`src/verilog/prc_map.svh`:
```
/*
  Constants for the reset and enable control block: timing figures and counts.
  Assumes a 125 MHz system clock.
*/
`ifndef PRC_MAP_SVH
`define PRC_MAP_SVH
// =============================================================
// Timing
`define PRC_CLK_MHZ          125
`define PRC_DEBOUNCE_MS      30
`define PRC_RESET_DELAY_MS   100
`define PRC_TICK_US          1
// Cycles per 1 us timebase tick
`define PRC_TICK_CYCLES      (`PRC_TICK_US * `PRC_CLK_MHZ)
// Debounce time in ticks (rounded down, us base)
`define PRC_DEBOUNCE_TICKS   (`PRC_DEBOUNCE_MS * 1000 / `PRC_TICK_US)
// Release delay in ticks for the nominal 1 nF capacitor
`define PRC_RESET_DELAY_TICKS (`PRC_RESET_DELAY_MS * 1000 / `PRC_TICK_US)
// =============================================================
// Core voltage codes, millivolts
`define PRC_CORE_LOW_MV      16'h04b0
`define PRC_CORE_HIGH_MV     16'h0640
`endif

```
`src/verilog/prc_pkg.sv`:
```
/*
  Types for the reset and enable control block.
  Assumes nothing beyond the map header.
*/
package prc_pkg;
  typedef enum logic [1:0] {
    PWR_OFF,
    PWR_HOLD,
    PWR_DELAY,
    PWR_RUN
  } prc_mode_type;
endpackage : prc_pkg

```
`src/verilog/prc_debounce.sv`:
```
/*
  Debounce filter for one level input, advanced on a slow tick enable.
  Assumes the input is synchronous to clk.
*/
`timescale 1ns/1ns
module prc_debounce #(
  parameter int COUNT = 30000
) (
  input  wire logic clk,     // System clock
  input  wire logic reset,   // Sync reset, high
  input  wire logic tick,    // Timebase enable
  input  wire logic rawIn,   // Raw level
  output logic      cleanOut // Filtered level
);
  typedef struct packed {
    logic [31:0] cnt;
    logic        level;
  } prc_deb_type;

  prc_deb_type state_ff;
  prc_deb_type nxt_state;

  // =============================================================
  // Filter: output follows only after the input holds for COUNT ticks
  always_comb
  begin
    nxt_state = state_ff;
    if (rawIn == state_ff.level)
      nxt_state.cnt = 32'h0;
    else if (tick)
    begin
      if (state_ff.cnt >= 32'(COUNT - 1))
      begin
        nxt_state.level = rawIn;
        nxt_state.cnt   = 32'h0;
      end
      else
        nxt_state.cnt = state_ff.cnt + 32'h1;
    end
  end

  always_ff @(posedge clk)
  begin
    if (reset)
      state_ff <= '0;
    else
      state_ff <= nxt_state;
  end

  assign cleanOut = state_ff.level;
endmodule : prc_debounce

```
`src/verilog/prc_reset_control.sv`:
```
/*
  Reset and core converter enable control of a power-management device.
  Assumes comparator outputs and pins synchronous to clk; open-drain reset pin
  is resolved outside (driven low while its enable is high).
*/
`timescale 1ns/1ns
`include "prc_map.svh"

// Notes on behaviour
// - Core enable pin low disables, high enables
// - Warm reset request asserts system reset
// - Warm reset touches only core voltage
// - Warm reset reloads default core voltage
// - Warm reset request is debounced
// - Reset held low from power-up
// - Reset low while rtc low, then delay
// - Release delay is configurable count
// - OFF mode below lockout threshold
// - ON mode above lockout, converters available
// - Debounce lasts about 30 ms
// - Default select low 1.2V, high 1.6V
// - Core default also on lockout, rtc, reset
// - Delay counts after rtc above upper threshold
module prc_reset_control #(
  parameter int TICK_CYCLES    = `PRC_TICK_CYCLES,
  parameter int DEBOUNCE_TICKS = `PRC_DEBOUNCE_TICKS,
  parameter int DELAY_TICKS    = `PRC_RESET_DELAY_TICKS
) (
  input  wire logic        clk,                  // 125 MHz clock
  input  wire logic        reset,                // Sync reset, high
  input  wire logic        supplyAboveLockout,   // Main supply above lockout
  input  wire logic        rtcAboveRise,         // Rtc supply above 2.52 V
  input  wire logic        rtcBelowFall,         // Rtc supply below 2.4 V
  input  wire logic        coreConvEnablePin,    // Core converter enable pin
  input  wire logic        warmResetRequest,     // Warm reset request pin
  input  wire logic        coreDefaultSelect,    // Core default select pin
  input  wire logic [31:0] resetDelayTicks,      // Delay from cap pin, 0 = default
  input  wire logic        coreVoltWrite,        // Host voltage update strobe
  input  wire logic [15:0] coreVoltWriteData,    // New core voltage, mV
  output logic             coreConverterEnable,  // Core converter enable
  output logic [15:0]      coreConverterOutput,  // Core voltage setting, mV
  output logic             deviceOn,             // ON mode
  output logic             systemResetOutOe,     // Drives reset pin low
  output logic             systemResetOutN       // Reset level, low active
);
  typedef struct packed {
    prc_pkg::prc_mode_type mode;
    logic [31:0]           delayCnt;
    logic [31:0]           tickCnt;
    logic                  tick;
    logic                  resetN;
    logic                  enable;
    logic [15:0]           coreMv;
    logic [31:0]           reqRun;
  } prc_state_type;

  prc_state_type state_ff;
  prc_state_type nxt_state;
  logic          warmClean;
  logic [31:0]   delayTarget;

  function automatic logic [15:0] coreDefault(input logic sel);
    coreDefault = sel ? `PRC_CORE_HIGH_MV : `PRC_CORE_LOW_MV;
  endfunction : coreDefault

  // =============================================================
  // Warm reset filter
  prc_debounce #(
    .COUNT (DEBOUNCE_TICKS)
  ) u_deb (
    .clk      (clk),
    .reset    (reset),
    .tick     (state_ff.tick),
    .rawIn    (warmResetRequest),
    .cleanOut (warmClean)
  );

  // Cap pin has no value yet on a bare bench, so zero falls back
  assign delayTarget = (resetDelayTicks == 32'h0) ? 32'(DELAY_TICKS)
                                                  : resetDelayTicks;

  // =============================================================
  // Sequencer
  always_comb
  begin
    nxt_state = state_ff;
    nxt_state.tick = 1'b0;
    if (state_ff.tickCnt >= 32'(TICK_CYCLES - 1))
    begin
      nxt_state.tickCnt = 32'h0;
      nxt_state.tick    = 1'b1;
    end
    else
      nxt_state.tickCnt = state_ff.tickCnt + 32'h1;

    // Run length of the raw request, read only by the debounce check
    if (!warmResetRequest)
      nxt_state.reqRun = 32'h0;
    else if (state_ff.reqRun != 32'hffffffff)
      nxt_state.reqRun = state_ff.reqRun + 32'h1;

    // Mode flow: OFF until the main supply clears lockout, then HOLD with
    // reset asserted. HOLD waits for the rtc rise comparator and a quiet
    // filtered request, DELAY counts timebase ticks up to the target, and
    // RUN releases the reset pin. Any rtc collapse or filtered request
    // drops back to HOLD, so the full release delay is served again.
    // Lockout loss wins over everything and lands in OFF.
    // Trade-off: the delay counter runs on the shared 1 us tick, so the
    // release time is quantised to one tick.
    case (state_ff.mode)
      prc_pkg::PWR_OFF:
      begin
        nxt_state.resetN   = 1'b0;
        nxt_state.delayCnt = 32'h0;
        if (supplyAboveLockout)
          nxt_state.mode = prc_pkg::PWR_HOLD;
      end
      prc_pkg::PWR_HOLD:
      begin
        nxt_state.resetN   = 1'b0;
        nxt_state.delayCnt = 32'h0;
        if (rtcAboveRise && !warmClean)
          nxt_state.mode = prc_pkg::PWR_DELAY;
      end
      prc_pkg::PWR_DELAY:
      begin
        nxt_state.resetN = 1'b0;
        if (state_ff.tick)
          nxt_state.delayCnt = state_ff.delayCnt + 32'h1;
        if (state_ff.delayCnt >= delayTarget)
        begin
          nxt_state.mode   = prc_pkg::PWR_RUN;
          nxt_state.resetN = 1'b1;
        end
      end
      prc_pkg::PWR_RUN:
        nxt_state.resetN = 1'b1;
      default:
        nxt_state.mode = prc_pkg::PWR_OFF;
    endcase

    // Rtc collapse or warm request restarts the hold from the top
    if (state_ff.mode != prc_pkg::PWR_OFF && (rtcBelowFall || warmClean))
    begin
      nxt_state.mode   = prc_pkg::PWR_HOLD;
      nxt_state.resetN = 1'b0;
    end
    if (!supplyAboveLockout)
    begin
      nxt_state.mode   = prc_pkg::PWR_OFF;
      nxt_state.resetN = 1'b0;
    end

    nxt_state.enable = coreConvEnablePin && (nxt_state.mode != prc_pkg::PWR_OFF);

    // Only the core setting is reloaded; nothing else is touched here
    if (!supplyAboveLockout || rtcBelowFall || warmClean || !state_ff.resetN)
      nxt_state.coreMv = coreDefault(coreDefaultSelect);
    else if (coreVoltWrite)
      nxt_state.coreMv = coreVoltWriteData;
  end

  always_ff @(posedge clk)
  begin
    if (reset)
    begin
      state_ff        <= '0;
      state_ff.mode   <= prc_pkg::PWR_OFF;
      state_ff.resetN <= 1'b0;
      state_ff.coreMv <= `PRC_CORE_LOW_MV;
    end
    else
      state_ff <= nxt_state;
  end

  assign coreConverterEnable = state_ff.enable;
  assign coreConverterOutput = state_ff.coreMv;
  assign deviceOn            = (state_ff.mode != prc_pkg::PWR_OFF);
  assign systemResetOutN     = state_ff.resetN;
  assign systemResetOutOe    = !state_ff.resetN;

  // =============================================================
  // Checks
  a_off_holds_reset: assert property (@(posedge clk) disable iff (reset)
    !supplyAboveLockout |=> !systemResetOutN && !coreConverterEnable)
    else $error("reset or enable active in off mode");
  a_rtc_low_reset: assert property (@(posedge clk) disable iff (reset)
    rtcBelowFall |=> !systemResetOutN)
    else $error("reset released while rtc low");
  a_warm_reset: assert property (@(posedge clk) disable iff (reset)
    $rose(warmClean) |=> !systemResetOutN)
    else $error("warm request did not assert reset");
  a_warm_default: assert property (@(posedge clk) disable iff (reset)
    warmClean |=> coreConverterOutput == coreDefault($past(coreDefaultSelect)))
    else $error("core voltage not default after warm request");
  a_release_delay: assert property (@(posedge clk) disable iff (reset)
    $rose(systemResetOutN) |-> $past(state_ff.mode) == prc_pkg::PWR_DELAY)
    else $error("reset released without delay");
  a_enable_follow: assert property (@(posedge clk) disable iff (reset)
    supplyAboveLockout && !coreConvEnablePin |=> !coreConverterEnable)
    else $error("core enabled while pin low");
  a_on_mode: assert property (@(posedge clk) disable iff (reset)
    supplyAboveLockout [*2] |-> deviceOn)
    else $error("not on above lockout");
  a_off_mode: assert property (@(posedge clk) disable iff (reset)
    !supplyAboveLockout |=> !deviceOn)
    else $error("on below lockout");
  a_reset_default: assert property (@(posedge clk) disable iff (reset)
    !systemResetOutN && !coreVoltWrite |=> coreConverterOutput == coreDefault($past(coreDefaultSelect)))
    else $error("core voltage changed during reset");
  a_oe_pair: assert property (@(posedge clk) disable iff (reset)
    systemResetOutOe == !systemResetOutN)
    else $error("reset pin enable mismatch");

  // =============================================================
  // Further checks on sequencing, core setting and filter length
  // Most state what the next cycle must show for a given input mix; a_debounce_raw, a_debounce_len and a_off_reset_low check the same cycle

  a_delay_needs_rtc: assert property (@(posedge clk) disable iff (reset)
    state_ff.mode == prc_pkg::PWR_HOLD && !rtcAboveRise |=> state_ff.mode != prc_pkg::PWR_DELAY)
    else $error("delay started before rtc rise");

  a_warm_hold: assert property (@(posedge clk) disable iff (reset)
    warmClean && supplyAboveLockout |=> state_ff.mode == prc_pkg::PWR_HOLD)
    else $error("warm request did not return to hold");

  a_run_keeps: assert property (@(posedge clk) disable iff (reset)
    state_ff.mode == prc_pkg::PWR_RUN && supplyAboveLockout && !rtcBelowFall && !warmClean
    |=> systemResetOutN)
    else $error("reset dropped without cause");

  a_write_lands: assert property (@(posedge clk) disable iff (reset)
    systemResetOutN && supplyAboveLockout && !rtcBelowFall && !warmClean && coreVoltWrite
    |=> coreConverterOutput == $past(coreVoltWriteData))
    else $error("core voltage write lost");

  a_core_hold: assert property (@(posedge clk) disable iff (reset)
    systemResetOutN && supplyAboveLockout && !rtcBelowFall && !warmClean && !coreVoltWrite
    |=> $stable(coreConverterOutput))
    else $error("core voltage changed without cause");

  a_lockout_default: assert property (@(posedge clk) disable iff (reset)
    !supplyAboveLockout |=> coreConverterOutput == coreDefault($past(coreDefaultSelect)))
    else $error("core voltage not default under lockout");

  a_rtc_default: assert property (@(posedge clk) disable iff (reset)
    rtcBelowFall |=> coreConverterOutput == coreDefault($past(coreDefaultSelect)))
    else $error("core voltage not default with rtc low");

  a_write_refused: assert property (@(posedge clk) disable iff (reset)
    !systemResetOutN && coreVoltWrite |=> coreConverterOutput == coreDefault($past(coreDefaultSelect)))
    else $error("core voltage write taken during reset");

  a_off_reset_low: assert property (@(posedge clk) disable iff (reset)
    !deviceOn |-> !systemResetOutN)
    else $error("reset released in off mode");

  a_enable_on: assert property (@(posedge clk) disable iff (reset)
    supplyAboveLockout && coreConvEnablePin |=> coreConverterEnable)
    else $error("core not enabled while pin high");

  a_enable_off: assert property (@(posedge clk) disable iff (reset)
    !coreConvEnablePin |=> !coreConverterEnable)
    else $error("core enabled with pin low");

  a_debounce_raw: assert property (@(posedge clk) disable iff (reset)
    $rose(warmClean) |-> $past(warmResetRequest))
    else $error("filtered request without raw request");

  a_debounce_len: assert property (@(posedge clk) disable iff (reset)
    $rose(warmClean) |-> state_ff.reqRun >= 32'((DEBOUNCE_TICKS - 1) * TICK_CYCLES))
    else $error("warm request passed filter too early");

  a_hold_no_release: assert property (@(posedge clk) disable iff (reset)
    state_ff.mode == prc_pkg::PWR_HOLD |=> !systemResetOutN)
    else $error("reset released from hold");

  a_delay_low: assert property (@(posedge clk) disable iff (reset)
    state_ff.mode == prc_pkg::PWR_DELAY && state_ff.delayCnt < delayTarget |=> !systemResetOutN)
    else $error("reset released before delay elapsed");

  a_on_exit_off: assert property (@(posedge clk) disable iff (reset)
    state_ff.mode == prc_pkg::PWR_OFF && supplyAboveLockout |=> deviceOn)
    else $error("off mode kept above lockout");

  a_rtc_hold_mode: assert property (@(posedge clk) disable iff (reset)
    rtcBelowFall && deviceOn && supplyAboveLockout |=> state_ff.mode == prc_pkg::PWR_HOLD)
    else $error("rtc low did not return to hold");
endmodule : prc_reset_control
```
`config.mk`:
```
export PLATFORM = sky130hd
export DESIGN_NAME = prc_reset_control
export DESIGN_NICKNAME = d
export VERILOG_FILES = /design/src/verilog/prc_pkg.sv /design/src/verilog/prc_debounce.sv /design/src/verilog/prc_reset_control.sv
export VERILOG_INCLUDE_DIRS = /design/src /design/src/verilog
export SDC_FILE = /design/constraint.sdc
export NUM_CORES = 1
export LEC_CHECK = 0
export BUFFER_PORTS_ARGS = -buffer_cell sky130_fd_sc_hd__buf_2
export CORE_MARGIN = 10
export CORE_UTILIZATION = 55
export CTS_CLUSTER_SIZE = 10
export DETAILED_ROUTE_END_ITERATION = 6
export HOLD_SLACK_MARGIN = 0.12
export PLACE_DENSITY = 0.77
export SETUP_SLACK_MARGIN = 0.05
export SYNTH_ARGS = -nofsm -noshare
export SYNTH_HDL_FRONTEND = slang
export SYNTH_HIERARCHICAL = 1
export SYNTH_SLANG_ARGS = --single-unit
```
`constraint.sdc`:
```
create_clock -name clk -period 4.93 [get_ports clk]
set_clock_uncertainty 0.2 [all_clocks]
set_input_delay 0.986 -clock clk [delete_from_list [all_inputs] [get_ports clk]]
set_output_delay 0.986 -clock clk [all_outputs]
set_load 0.05 [all_outputs]
```
==> impl_metrics.tcl <==
set metrics [dict create \
    status "finished, final reports clean" \
    final_util_pct 66.1 \
    ant_nets 0 \
    path_buf_inv 1 \
    synth-main-ff-cell "dfxtp_1" \
    pwr-share-seq_pct 43.0 \
    syn_area_per_cell_um2 8.94 \
    intPower_w 0.00176 \
    top_usage_layer "met2" \
    multi_input_area_um2 3190 \
    grtUsageMet2_pct 31.9 \
    p_comb_share_pct 4.3 \
    slowest_delay_ns 0.40 \
    gr-usage-all-layers_pct 17.8 \
    totalWireLength_mm 13.1 \
    crit_chain "buf_2 > nor4_1 > nand4_1 > nor2_1 > nor2_1 > ha_1 > nand2_1 > o21bai_1 > a211o_1 > nor4_1 > o211a_1 > a31oi_1" \
    cts.sinks 118 \
    area_growth_pct 17.5 \
    hp-class "flop to flop" \
    stdcell_count 885 \
    synth-edff-count 0 \
    numPlacedInstances 852 \
    clk_latency_ns 0.51 \
    post_cts_resized 0 \
    gr-usage-met3_pct 4.91 \
    dieArea_um2 15100 \
    netlist-cell-type-count 61 \
    power.density_nw_per_um2 332 \
    synth_top_area_share_pct 40.7 \
    max_slew_margin_pct 15.9 \
    final_max_slew_viol_count 0 \
    cap_viol_max_count 0 \
    via_per_inst 5.36 \
    worstSetupPathType "primary input to flop" \
    grt_use_met1_pct 20.0 \
    irDropWorstVdd_v 0.000179 \
    swShare_pct 22.5 \
    firstDrtPassIters 4 \
    hold_viol 0 \
    grt_start_max_net_pins 32 \
    synth_area_um2 5810 \
    cp_top_family "simple AND/OR/NAND/NOR gates" \
    cp_max_fo 6 \
    root_buffer "clkbuf_8" \
    ctsHoldBuffers 0 \
    arrival_ns 3.46 \
    rsz0062_at_grt "no" \
    hpwl_mm 9.66 \
    critPathLaunchType "primary input" \
    yosys_warnings 6 \
    drt_iter0_drc 253 \
    num_io_pins 77 \
    p_switching_w 0.000510 \
    clock.fmax_ghz 0.304 \
    initial_core_util_pct 56.3 \
    synth_top_area_cell "dfxtp_1" \
    cts_made_buffers 17 \
    drc_errors 0 \
    htreeDepth 4 \
    grt_overflow 0 \
    clk_pin_slew_ns 0.06 \
    critical_path.slowest_cell "nor4_1" \
    drive_gt1_share_pct 18.4 \
    period_share_pct 66.7 \
    startpoint "resetDelayTicks[0]" \
    num_rows 37 \
    gp_congestion 0.923 \
    hp-start "coreConverterOutput[13]$_SDFFE_PP0P_" \
    timing.rr.start "u_deb/state_ff[1]$_SDFFE_PP0P_" \
    die_w_um 123 \
    setup_tns_ns 0 \
    vias 4740 \
    async_reset_ff_share_pct 0 \
    dieHeight_um 123 \
    synth-seq-area-share_pct 40.7 \
    antenna_found_initial 1 \
    total_power_w 0.00227 \
    tightest_slew_ns 1.26 \
    post_cts_buffers 0 \
    core_um2 10300 \
    io_buffers 76 \
    cp_data_required_time_ns 5.11 \
    synthTopCellsByArea "dfxtp_1, ha_1, nor2_1" \
    regArea_um2 2360 \
    grt_pass1_vias 4819 \
    cts_max_path_buffers 2 \
    min_period_ns 3.29 \
    nNetsFinal 828 \
    grt_pass1_wl_mm 21.9 \
    clockPowerShare_pct 52.7 \
    ys_ff_latch 118 \
    cts_tree "built" \
    p_leak_nw 2.79 \
    finalSetupViolCount 0 \
    wl_per_cell_um 14.9 \
    num-fill-cells 830 \
    end_kind "flop" \
    synth_cells 650 \
]
[power groups by stage]
| stage | clock network, W | registers [W] | logic, W |
|---|---|---|---|
| floorplan | 0 | 0.000995 | 0.0000623 |
| global placement | 0 | 0.000996 | 0.0000930 |
| detailed placement | 0 | 0.000997 | 0.0000968 |
| CTS | 0.00121 | 0.000976 | 0.0000980 |
| global route | 0.00125 | 0.000978 | 0.000110 |
| finish | 0.00119 | 0.000976 | 0.0000980 |
[final timing paths]
| kind | to | slack (ns) | cells past startpoint |
|---|---|---|---|
| max | state_ff[115]$_SDFF_PP0_ | 1.64 | 12 |
| min | coreConverterOutput[13]$_SDFFE_PP0P_ | 0.30 | 2 |
| max reg2reg | u_deb/state_ff[1]$_SDFFE_PP0P_ | 2.19 | 6 |
| min reg2reg | coreConverterOutput[13]$_SDFFE_PP0P_ | 0.30 | 2 |
[area by class of cell]
cell class | instances | area share [%]
multi-input combinational | 485 | 46.7
inverter | 37 | 2.03
sequential | 118 | 34.6
timing repair buffer | 76 | 5.57
tap | 136 | 2.49
clock buffer | 19 | 6.47
antenna | 1 | 0.0367
clock inverter | 13 | 2.11
[sequential cells by signal (all words and copies together), names as in the netlist]
register	flops
systemResetOutN	1
coreConverterEnable	1
coreConverterOutput	16
u_deb/cleanOut	1
u_deb/state_ff	32
state_ff	67
[Yosys cell counts (all sizes together), types with 11 or more instances]
library cell  count
a21oi            24
buf              27
dfxtp           118
ha               36
inv              37
mux2i            17
nand2            40
nand3            29
nand4            32
nor2             94
nor3             18
nor4             23
o21ai            11
xnor2            26
xor2             27
[cells in the final DEF (no fill, tap or decap), types with 16 or more instances in the layout]
master and count:
conb_1 25, inv_1 37, clkbuf_16 16, nand4_1 28, buf_2 76, mux2i_1 17
xnor2_1 26, nand2_1 40, dfxtp_1 118, ha_1 36, xor2_1 27, nor4_1 20
nand3_1 28, nor2_1 91, a21oi_1 24
[kinds of logic after synthesis]
logic type               synth area share [%]
flip-flops                               40.7
multiplexers                             3.32
other                                  0.0646
buffers and inverters                    6.01
adder cells (fa/ha/maj)                  7.76
AO/OA/AOI/OAI                            7.04
AND/OR/NAND/NOR                          27.1
XOR/XNOR                                 7.99
[metrics by stage]
stage | area, um2 | hold slack [ns] | worst slack, ns
2_1_floorplan | 5900 | 0.230 | 1.74
3_3_place_gp | 6240 | 0.244 | 1.23
3_5_place_dp | 6240 | 0.276 | 1.12
4_1_cts | 6820 | 0.298 | 1.64
5_1_grt | 6820 | 0.317 | 1.44
6_report | 6830 | 0.295 | 1.64
[worst register-to-register path, cell delays in order (launching register included)]
cell,delay (ns)
dfxtp_1,0.39
ha_1,0.26
nand3_1,0.11
a211oi_1,0.28
a311oi_2,0.20
o21ai_2,1.00
nor2_1,0.14
[per-layer routing]
layer | up-vias | wire [um]
met5 | - | 0
met4 | 0 | 77
met3 | 9 | 614
met2 | 77 | 6930
met1 | 2243 | 5520
li1 | 2411 | -
Note: power is estimated with default switching activity, not from simulation.
